`src/inc/lrr_pkg.sv`:
```
// How it works
// - no freq arming while breaker closed
// - freq trip then open arms, outputs on
// - control mode: control flag, lamp off
// - inhibit hides outputs while held
// - abandon timeout drops outputs
// - nominal frequency clears trip, not arming
// - quick freq return still shows pending
// - reset command clears indications, outputs
// - close pulse after delay from voltage
// - stage two trip arms like stage one
// - freq close needs phase A floor
// - freq close needs frequency floor
// - zero delay closes at once
// - one-phase check: any phase suffices
// - wye two-phase: two of three
// - wye three-phase: all three
// - delta: two and three need both
// - voltage restoration mirrors frequency one
package lrr_pkg;
    // ==========================================================
    // timing
    localparam int unsigned CLK_HZ      = 50_000_000;
    localparam int unsigned TICK_MS     = 1;
    localparam int unsigned TICK_CYCLES = CLK_HZ / 1000 * TICK_MS;
    localparam int unsigned TMR_W       = 16;
    localparam logic [TMR_W-1:0] TMR_RESET = 16'h0000;

    // ==========================================================
    // settings
    typedef enum logic [1:0] {
        LRR_PH_ONE,
        LRR_PH_TWO,
        LRR_PH_THREE
    } lrr_phases_e;

    typedef struct packed {
        logic [TMR_W-1:0] delay_ticks;
        logic [TMR_W-1:0] abandon_ticks;
        logic             control_mode;
        logic             enable;
    } lrr_cfg_s;

    typedef struct packed {
        logic pending_alarm;
        logic pending_control;
        logic alarm_lamp;
        logic assigned_out;
    } lrr_ind_s;

    typedef enum logic [1:0] {
        LRR_IDLE,
        LRR_TRIPPED,
        LRR_ARMED
    } lrr_state_e;

    typedef struct packed {
        lrr_state_e       st;
        logic             shown;
        logic             volt_seen;
        logic [TMR_W-1:0] dly;
        logic [TMR_W-1:0] abandon;
    } lrr_ch_s;
endpackage

```
`src/logic/lrr_reclose.sv`:
```
`timescale 1ns/1ps
module lrr_reclose (
    // clock and reset
    input  wire logic            ref_clk,
    input  wire logic            sys_rst,
    // pins from outside
    input  wire logic            brk_open_pin,
    input  wire logic            inhibit_pin,
    input  wire logic            reset_cmd_pin,
    // trip and comparator results
    input  wire logic            uf1_trip,
    input  wire logic            uf2_trip,
    input  wire logic            uf2_trip_en,
    input  wire logic            freq_nominal,
    input  wire logic            freq_above_floor,
    input  wire logic            va_above_freq_vfloor,
    input  wire logic            uv_trip,
    input  wire logic            volt_nominal,
    input  wire logic [2:0]      v_above_floor,
    // configuration
    input  wire lrr_pkg::lrr_cfg_s    freq_cfg,
    input  wire lrr_pkg::lrr_cfg_s    volt_cfg,
    input  wire lrr_pkg::lrr_phases_e volt_phases,
    input  wire logic                 wiring_delta,
    // indications and close
    output lrr_pkg::lrr_ind_s    freq_ind,
    output lrr_pkg::lrr_ind_s    volt_ind,
    output logic                 close_pulse
);
    import lrr_pkg::*;

    typedef struct packed {
        logic [1:0]                   s_open;
        logic [1:0]                   s_inh;
        logic [1:0]                   s_rst;
        logic [$clog2(TICK_CYCLES):0] div;
        logic                         tick;
        lrr_ch_s                      f;
        lrr_ch_s                      v;
        lrr_ind_s                     fi;
        lrr_ind_s                     vi;
        logic                         close;
    } lrr_all_s;

    lrr_all_s st_reg;
    lrr_all_s st_next;

    // ==========================================================
    // phase check
    function automatic logic volt_ok(input logic [2:0] v,
                                     input lrr_phases_e ph,
                                     input logic delta);
        logic [1:0] cnt;
        cnt = 2'(v[0]) + 2'(v[1]) + 2'(v[2]);
        if (ph == LRR_PH_ONE)
            volt_ok = |v;
        else if (delta)
            volt_ok = v[0] & v[2];
        else if (ph == LRR_PH_TWO)
            volt_ok = cnt >= 2'd2;
        else
            volt_ok = &v;
    endfunction

    // ==========================================================
    // one restoration channel step
    function automatic lrr_ch_s step(input lrr_ch_s c,
                                     input lrr_cfg_s cfg,
                                     input logic trip,
                                     input logic nominal,
                                     input logic permit,
                                     input logic volt_now,
                                     input logic brk_open,
                                     input logic rst_cmd,
                                     input logic tick,
                                     output logic fire);
        lrr_ch_s n;
        n = c;
        fire = 1'b0;
        case (c.st)
            LRR_IDLE: begin
                if (trip && cfg.enable) begin
                    n.st = LRR_TRIPPED;
                    if (brk_open) begin
                        n.st = LRR_ARMED;
                        n.shown = 1'b1;
                        n.volt_seen = 1'b0;
                        n.abandon = cfg.abandon_ticks;
                    end
                end
            end
            LRR_TRIPPED: begin
                if (!cfg.enable) begin
                    n.st = LRR_IDLE;
                end else if (brk_open) begin
                    n.st = LRR_ARMED;
                    n.shown = 1'b1;
                    n.volt_seen = 1'b0;
                    n.abandon = cfg.abandon_ticks;
                end else if (nominal) begin
                    n.st = LRR_IDLE;
                end
            end
            LRR_ARMED: begin
                if (!volt_now)
                    n.volt_seen = 1'b0;
                else if (!c.volt_seen) begin
                    n.volt_seen = 1'b1;
                    n.dly = cfg.delay_ticks;
                end else if (tick && c.dly != '0)
                    n.dly = c.dly - 1'b1;
                if (tick && c.shown) begin
                    if (c.abandon[TMR_W-1:1] == '0) begin
                        n.shown = 1'b0;
                        n.abandon = '0;
                    end else
                        n.abandon = c.abandon - 1'b1;
                end
                if (c.volt_seen && volt_now && permit && c.dly == '0) begin
                    fire = 1'b1;
                    n.st = LRR_IDLE;
                    n.shown = 1'b0;
                end
                if (!cfg.enable) begin
                    n.st = LRR_IDLE;
                    n.shown = 1'b0;
                end
            end
            default: n.st = LRR_IDLE;
        endcase
        if (rst_cmd) begin
            n.shown = 1'b0;
            if (n.st == LRR_ARMED)
                n.st = LRR_IDLE;
        end
        if (n.st == LRR_IDLE) begin
            n.shown = 1'b0;
            n.volt_seen = 1'b0;
        end
        step = n;
    endfunction

    function automatic lrr_ind_s show(input logic on, input lrr_cfg_s c);
        lrr_ind_s r;
        r.pending_alarm   = on & ~c.control_mode;
        r.pending_control = on & c.control_mode;
        r.alarm_lamp      = on & ~c.control_mode;
        r.assigned_out    = on;
        show = r;
    endfunction

    // ==========================================================
    // next state
    always_comb begin
        logic f_fire;
        logic v_fire;
        logic f_trip;
        logic f_permit;
        logic v_permit;
        f_fire = 1'b0;
        v_fire = 1'b0;
        f_trip = 1'b0;
        f_permit = 1'b0;
        v_permit = 1'b0;
        st_next = st_reg;
        st_next.s_open = {st_reg.s_open[0], brk_open_pin};
        st_next.s_inh  = {st_reg.s_inh[0], inhibit_pin};
        st_next.s_rst  = {st_reg.s_rst[0], reset_cmd_pin};
        st_next.tick = 1'b0;
        if (st_reg.div == ($bits(st_reg.div))'(TICK_CYCLES - 1)) begin
            st_next.div = '0;
            st_next.tick = 1'b1;
        end else begin
            st_next.div = st_reg.div + 1'b1;
        end
        f_trip = uf1_trip | (uf2_trip & uf2_trip_en);
        f_permit = va_above_freq_vfloor & freq_above_floor;
        v_permit = volt_ok(v_above_floor, volt_phases, wiring_delta);
        st_next.f = step(st_reg.f, freq_cfg, f_trip, freq_nominal, f_permit,
                         va_above_freq_vfloor, st_reg.s_open[1],
                         st_reg.s_rst[1], st_reg.tick, f_fire);
        st_next.v = step(st_reg.v, volt_cfg, uv_trip, volt_nominal, v_permit,
                         |v_above_floor, st_reg.s_open[1],
                         st_reg.s_rst[1], st_reg.tick, v_fire);
        st_next.fi = show(st_next.f.shown & ~st_reg.s_inh[1], freq_cfg);
        st_next.vi = show(st_next.v.shown & ~st_reg.s_inh[1], volt_cfg);
        st_next.close = f_fire | v_fire;
    end

    always_ff @(posedge ref_clk) begin
        if (sys_rst) begin
            st_reg <= '0;
            st_reg.f.st <= LRR_IDLE;
            st_reg.v.st <= LRR_IDLE;
        end else begin
            st_reg <= st_next;
        end
    end

    assign freq_ind    = st_reg.fi;
    assign volt_ind    = st_reg.vi;
    assign close_pulse = st_reg.close;
endmodule // lrr_reclose

```
`config.mk`:
```
export PLATFORM = sky130hd
export DESIGN_NAME = lrr_reclose
export DESIGN_NICKNAME = d
export VERILOG_FILES = /design/src/inc/lrr_pkg.sv /design/src/logic/lrr_reclose.sv
export SDC_FILE = /design/constraint.sdc
export NUM_CORES = 1
export LEC_CHECK = 0
export ABC_AREA = 1
export BUFFER_PORTS_ARGS = -buffer_cell sky130_fd_sc_hd__buf_2
export CORE_ASPECT_RATIO = 0.9
export CORE_MARGIN = 4
export CORE_UTILIZATION = 55
export DETAILED_ROUTE_END_ITERATION = 8
export PLACE_DENSITY = 0.78
export SYNTH_ARGS = -nofsm -noshare
export SYNTH_HDL_FRONTEND = slang
export SYNTH_SLANG_ARGS = --single-unit
export TNS_END_PERCENT = 1
```
`constraint.sdc`:
```
create_clock -name ref_clk -period 2.9 [get_ports ref_clk]
set_clock_uncertainty 0.05 [all_clocks]
set_input_delay 0.145 -clock ref_clk [delete_from_list [all_inputs] [get_ports ref_clk]]
set_output_delay 0.145 -clock ref_clk [all_outputs]
set_load 0.01 [all_outputs]
```
### Yosys cells after proc, flatten, opt, wreduce, memory -nomap -nowiden

Index checks and enable logic that the tools add are counted.

| word-level totals | value |
|---|---|
| word-level logic and storage cells | 158 |
| output and inout port bits | 9 |
| input port bits | 87 |
| register bits | 103 |

| operators by class | value |
|---|---|
| magnitude comparators | 1 |
| muxes and demuxes | 58 |
| equality and inequality tests | 20 |
| bitwise logic cells | 14 |
| $add $sub $neg | 7 |
| reductions and logical operators | 36 |

Operators by type and width:

| cell | number |
|---|---|
| two-way mux 16 bit | 14 |
| case mux 16 bit (3 select lines) | 2 |
| subtractor 16 x 1 -> 16 bit, second input constant | 4 |
| zero test 16 bit | 2 |
| nonzero test 16 bit | 2 |
| zero test 15 bit | 2 |
| two-way mux 2 bit | 14 |
| case mux 2 bit (3 select lines) | 4 |
| != test 2 bit, second input constant | 10 |
| two-way mux 3 bit | 6 |
| adder 17 x 1 -> 17 bit, second input constant | 1 |
| equality test 17 x 16 -> 1 bit, second input constant | 1 |
| two-way mux 4 bit | 4 |
| two-way mux 1 bit | 14 |
| logical AND 1 bit | 12 |
| zero test 2 bit | 5 |
| AND reduction 5 bit | 2 |
| AND 1 bit | 9 |
| AND reduction 3 bit | 3 |
| equality test 2 bit, second input constant | 4 |
| AND reduction 4 bit | 2 |
| equality test 2 x 1 -> 1 bit, second input constant | 3 |
| nonzero test 3 bit | 2 |
| OR reduction 2 bit | 3 |
| 7 further kinds | 11 |

### Longest topological paths before layout

| depth | value |
|---|---|
| word-level depth | 18 |
| gate-level depth with buffers | 13 |
| gate-level depth less buffers | 13 |

### Worst setup path after synthesis

OpenSTA, ideal clock, no wires.

| timing path | value |
|---|---|
| path type | flip-flop to flip-flop |
| start | register st_reg[82] in the netlist's numbering |
| end | register st_reg[98] in the netlist's numbering |
| buffers on the path | 0 |
| library setup time | 121 ps |
| data required time | 2729 ps |
| cell stages (with the launch flop) | 13 |
| setup slack | 1239 ps |
| data arrival time | 1490 ps |
| clock period less this slack | 1661 ps |
| path through | dfxtp_1 -> ha_1 -> nand2_1 -> inv_1 -> nand2_1 -> nor2_1 -> nand2_1 -> nor2_2 -> nand3_1 -> nor2_1 -> inv_1 -> o21ai_1 -> a21oi_1 |

| on the way | value |
|---|---|
| word-level cells in the longest chain between the ends | 2 |
| elaborated cells on any way between the ends | 3 |
| those cells by class | 1 x add/sub; 1 x eq/ne; 1 x reduce/logical |

Ends and longest elaborated chain:

| element | RTL line | text |
|---|---|---|
| start, declared | lrr_reclose.sv:45 | `lrr_all_s st_reg;` |
| start signal, assigned | lrr_reclose.sv:196 | `st_reg <= st_next;` |
| branches (longest 2 deep; another with adder 17 x 1 -> 17 bit) | - |  |

Parallel ways; which one is timed is not known.
A chain may end at the register's enable or synchronous reset.

### Worst setup path after layout

| timing path | value |
|---|---|
| start | register st_reg[77] in the netlist's numbering |
| end | register st_reg (netlist bit freq_ind[2]) |

| on the way | value |
|---|---|
| word-level cells in the longest chain between the ends | 13 |
| elaborated cells on any way between the ends | 14 |
| those cells by class | 1 x eq/ne; 7 x mux; 2 x bitwise; 4 x reduce/logical |

Ends and longest elaborated chain:

| element | RTL line | text |
|---|---|---|
| logical AND 1 bit (*) (3 in series) | lrr_reclose.sv:119 | `if (c.volt_seen && volt_now && permit && c.dly == '0) begin` |
| two-way mux 3 bit (*) | lrr_reclose.sv:119 |  |
| two-way mux 3 bit (*) | lrr_reclose.sv:124 | `if (!cfg.enable) begin` |
| case mux 2 bit (3 select lines) | lrr_reclose.sv:80 | `case (c.st)` |
| equality test 2 bit | lrr_reclose.sv:133 | `if (n.st == LRR_ARMED)` |
| two-way mux 2 bit | lrr_reclose.sv:133 |  |
| two-way mux 3 bit (*) | lrr_reclose.sv:131 | `if (rst_cmd) begin` |
| zero test 2 bit | lrr_reclose.sv:136 | `if (n.st == LRR_IDLE) begin` |
| two-way mux 2 bit (*) | lrr_reclose.sv:136 |  |
| AND 1 bit (*) | lrr_reclose.sv:185 | `st_next.fi = show(st_next.f.shown & ~st_reg.s_inh[1], freq_cfg);` |
| AND 1 bit (*) | lrr_reclose.sv:146 | `r.pending_control = on & c.control_mode;` |

Mark *: on every way between the ends. The rest lies on a longest branch, timed or not.

==> reports/qor.txt <==
======================================================================================
Clock slew at the register clock pins of the worst setup and hold paths .      0.07 ns
Synthesized instance count ..............................................          871
Count of standard-cell rows .............................................           35
Grt ovf .................................................................            0
Synthesis-stage register bit count ......................................          103
Max reg flops ...........................................................           93
Yosys warning total .....................................................            0
Clock root buffer ....................................................... sky130_fd_sc_hd__clkbuf_16
Minimum setup slack after placement .....................................     0.849 ns
Weighted congestion reported at the end of routability-driven placement .        0.813
Count of hold-fix buffers inserted at cts ...............................            5
Final setup vio count ...................................................            0
Arrival @ worst endpoint ................................................      2.27 ns
Count of boundary I/O pins ..............................................           96
Number of nets with antenna violations after routing ....................            0
Placed wire-length estimate .............................................      10.1 mm
Total count of hold-check failures in the final report ..................            0
Global-route wire length before repair ..................................      24.2 mm
Wirelength per Cell .....................................................      12.7 um
Final total negative setup slack ........................................         0 ns
Sequential cell area fraction in the yosys report .......................        0.347
Final std cell area, no fill ............................................     6740 um2
Run status ..............................................................    completed
Placed instance count ...................................................         1066
Number of iterations in the first detailed-routing pass .................            5
Slew of the pin with the lowest slew margin .............................     0.743 ns
Commonest cells after routing, fill and taps aside ...................... sky130_fd_sc_hd__nand2_1, sky130_fd_sc_hd__nor2_1, sky130_fd_sc_hd__dfxtp_1
Maximum number of buffers from clock root to sink .......................            2
Number of port buffers ..................................................           95
Endpoint class of the critical path .....................................     register
Drt drc .................................................................            0
RSZ-0062 raised after global routing ....................................        false
WP data required ........................................................      3.13 ns
Power, Total ............................................................      3.08 mW
Core region area ........................................................    10400 um2
Number of global-route vias before repair ...............................         5307
Hold_ws .................................................................    0.0141 ns
Category of the most critical setup path ................................   reg -> reg
Final std cells w/o fill ................................................         1087
Number of instances resized during post-cts repair ......................            0
Critical path launch point type .........................................     register
Initial antenna violation count .........................................            0
Avg Inst Size Synth .....................................................     6.82 um2
Floorplan die area ......................................................    12500 um2
Die boundary width ......................................................       118 um
Cell leakage power ......................................................      3.05 nW
Number of antenna diodes ................................................            0
Post-Syn Area ...........................................................     5940 um2
H-Tree Depth ............................................................            3
Total length of routed wires ............................................      13.8 mm
Final core area utilization .............................................        0.649
Syn_nets ................................................................          966
Detailed Route Iter0 Violations .........................................          507
Pin count of the biggest net entering global routing ....................           44
Number of max-capacitance violations reported ...........................            0
Cts bufs inserted .......................................................            9
Max FO, Critical Path ...................................................           21
Post-placement cell area ................................................     6410 um2
Unique masters post-synth ...............................................           52
Slew Limit Headroom .....................................................        0.504
Tmin final ..............................................................      2.03 ns
Power density over cell area ............................................   457 nW/um2
Setup repair bufs after CTS .............................................            0
Clock tree from TritonCTS ...............................................        built
Crit path setup slack, layout ...........................................     0.865 ns
Path type of the worst min-delay path ...................................    in -> reg
Total via count after detailed routing ..................................         5714
Final period util .......................................................        0.702
Drt via density .........................................................         5.26
Die height ..............................................................       107 um
Nets ....................................................................         1048
Initial core utilization ................................................        0.573
Sinks on Clock Net ......................................................          103
Most common cell after layout, fill and taps aside ...................... sky130_fd_sc_hd__nand2_1
Slew Limit Fails ........................................................            0
Worst skew pair latency .................................................      0.34 ns
Worst voltage drop across the vdd grid ..................................       392 uV
Area growth from synthesis to final layout ..............................        13.4%
Total routing resource utilization after global routing .................        0.227
Fmax ....................................................................    0.491 GHz
Fraction of final layout cells sized beyond drive strength 1 ............        0.168
======================================================================================
-- logic make-up (layout without fill, tap and decap cells) --
| kind of cell | after synthesis | count (layout) | synth area share |
|---|---|---|---|
| compound gates | 196 | 196 | 0.193 |
| xor+xnor | 39 | 39 | 0.0575 |
| fa+ha+maj | 8 | 8 | 0.0168 |
| buf+inv | 132 | 219 | 0.0987 |
| flops | 103 | 103 | 0.347 |
| simple gates | 393 | 393 | 0.287 |
-- critical path, stage by stage, from the launching register on --
cell and delay [ns]:
sky130_fd_sc_hd__dfxtp_1 0.30, sky130_fd_sc_hd__buf_4 0.19, sky130_fd_sc_hd__inv_1 0.38, sky130_fd_sc_hd__nor2_1 0.10, sky130_fd_sc_hd__nand3_1 0.15, sky130_fd_sc_hd__nand3_1 0.09, sky130_fd_sc_hd__nand2_1 0.06, sky130_fd_sc_hd__nand2_1 0.08
sky130_fd_sc_hd__a21boi_0 0.25, sky130_fd_sc_hd__nand3_1 0.19, sky130_fd_sc_hd__nor2_1 0.12
-- area by class of cell --
type	count	area, um2
Clock buffer	9	225
Clock inverter	7	55.1
Fill cell	956	3640
Inverter	97	369
Multi-Input combinational cell	636	3290
Sequential cell	103	2060
Tap cell	129	161
Timing Repair Buffer	106	571
-- metal layers --
| layer | GRT usage | share of wire | routed length (um) |
|---|---|---|---|
| met5 | 0 | 0 | 0 |
| met4 | 0.0611 | 0.013 | 176 |
| met3 | 0.0469 | 0.061 | 848 |
| met2 | 0.345 | 0.43 | 5900 |
| met1 | 0.328 | 0.50 | 6870 |
-- power by group --
group	total (mW)	switching, mW	internal (mW)
Clock	1.15	0.557	0.593
Combinational	0.451	0.261	0.190
Sequential	1.48	0.0307	1.45
-- cells in the mapped netlist, drive strengths merged --
master	n	share of area
o22ai	2	0.0021
or2	9	0.0095
a211oi	8	0.014
o21ai	71	0.060
dfxtp	103	0.35
a21o	1	0.0013
xor2	28	0.041
nand3b	4	0.0051
a21boi	1	0.0013
and2	1	0.0011
a22oi	3	0.0038
o21a	1	0.0013
a41oi	1	0.0015
clkinv	1	0.00063
nand2	183	0.12
inv	96	0.061
nor4	2	0.0021
nor2	121	0.083
buf	21	0.028
a21oi	64	0.056
xnor2	11	0.016
o21bai	2	0.0025
nor3	17	0.017
a31oi	27	0.028
o211a	1	0.0017
ha	8	0.017
o31ai	1	0.0013
o211ai	12	0.016
o41ai	1	0.0015
nand4	12	0.013
nand3	44	0.038
clkbuf	14	0.0088
-- final timing paths --
kind | from | end | slack, ns | cells past startpoint
worst min-delay path | volt_cfg[19] | st_reg[26] | 0.01 | 3
worst max-delay path | st_reg[77] | freq_ind[2] | 0.87 | 10
worst max register to register | st_reg[77] | freq_ind[2] | 0.87 | 10
worst min register to register | st_next[100] | st_reg[100] | 0.35 | 2
Power figures use the tool's default switching activity.
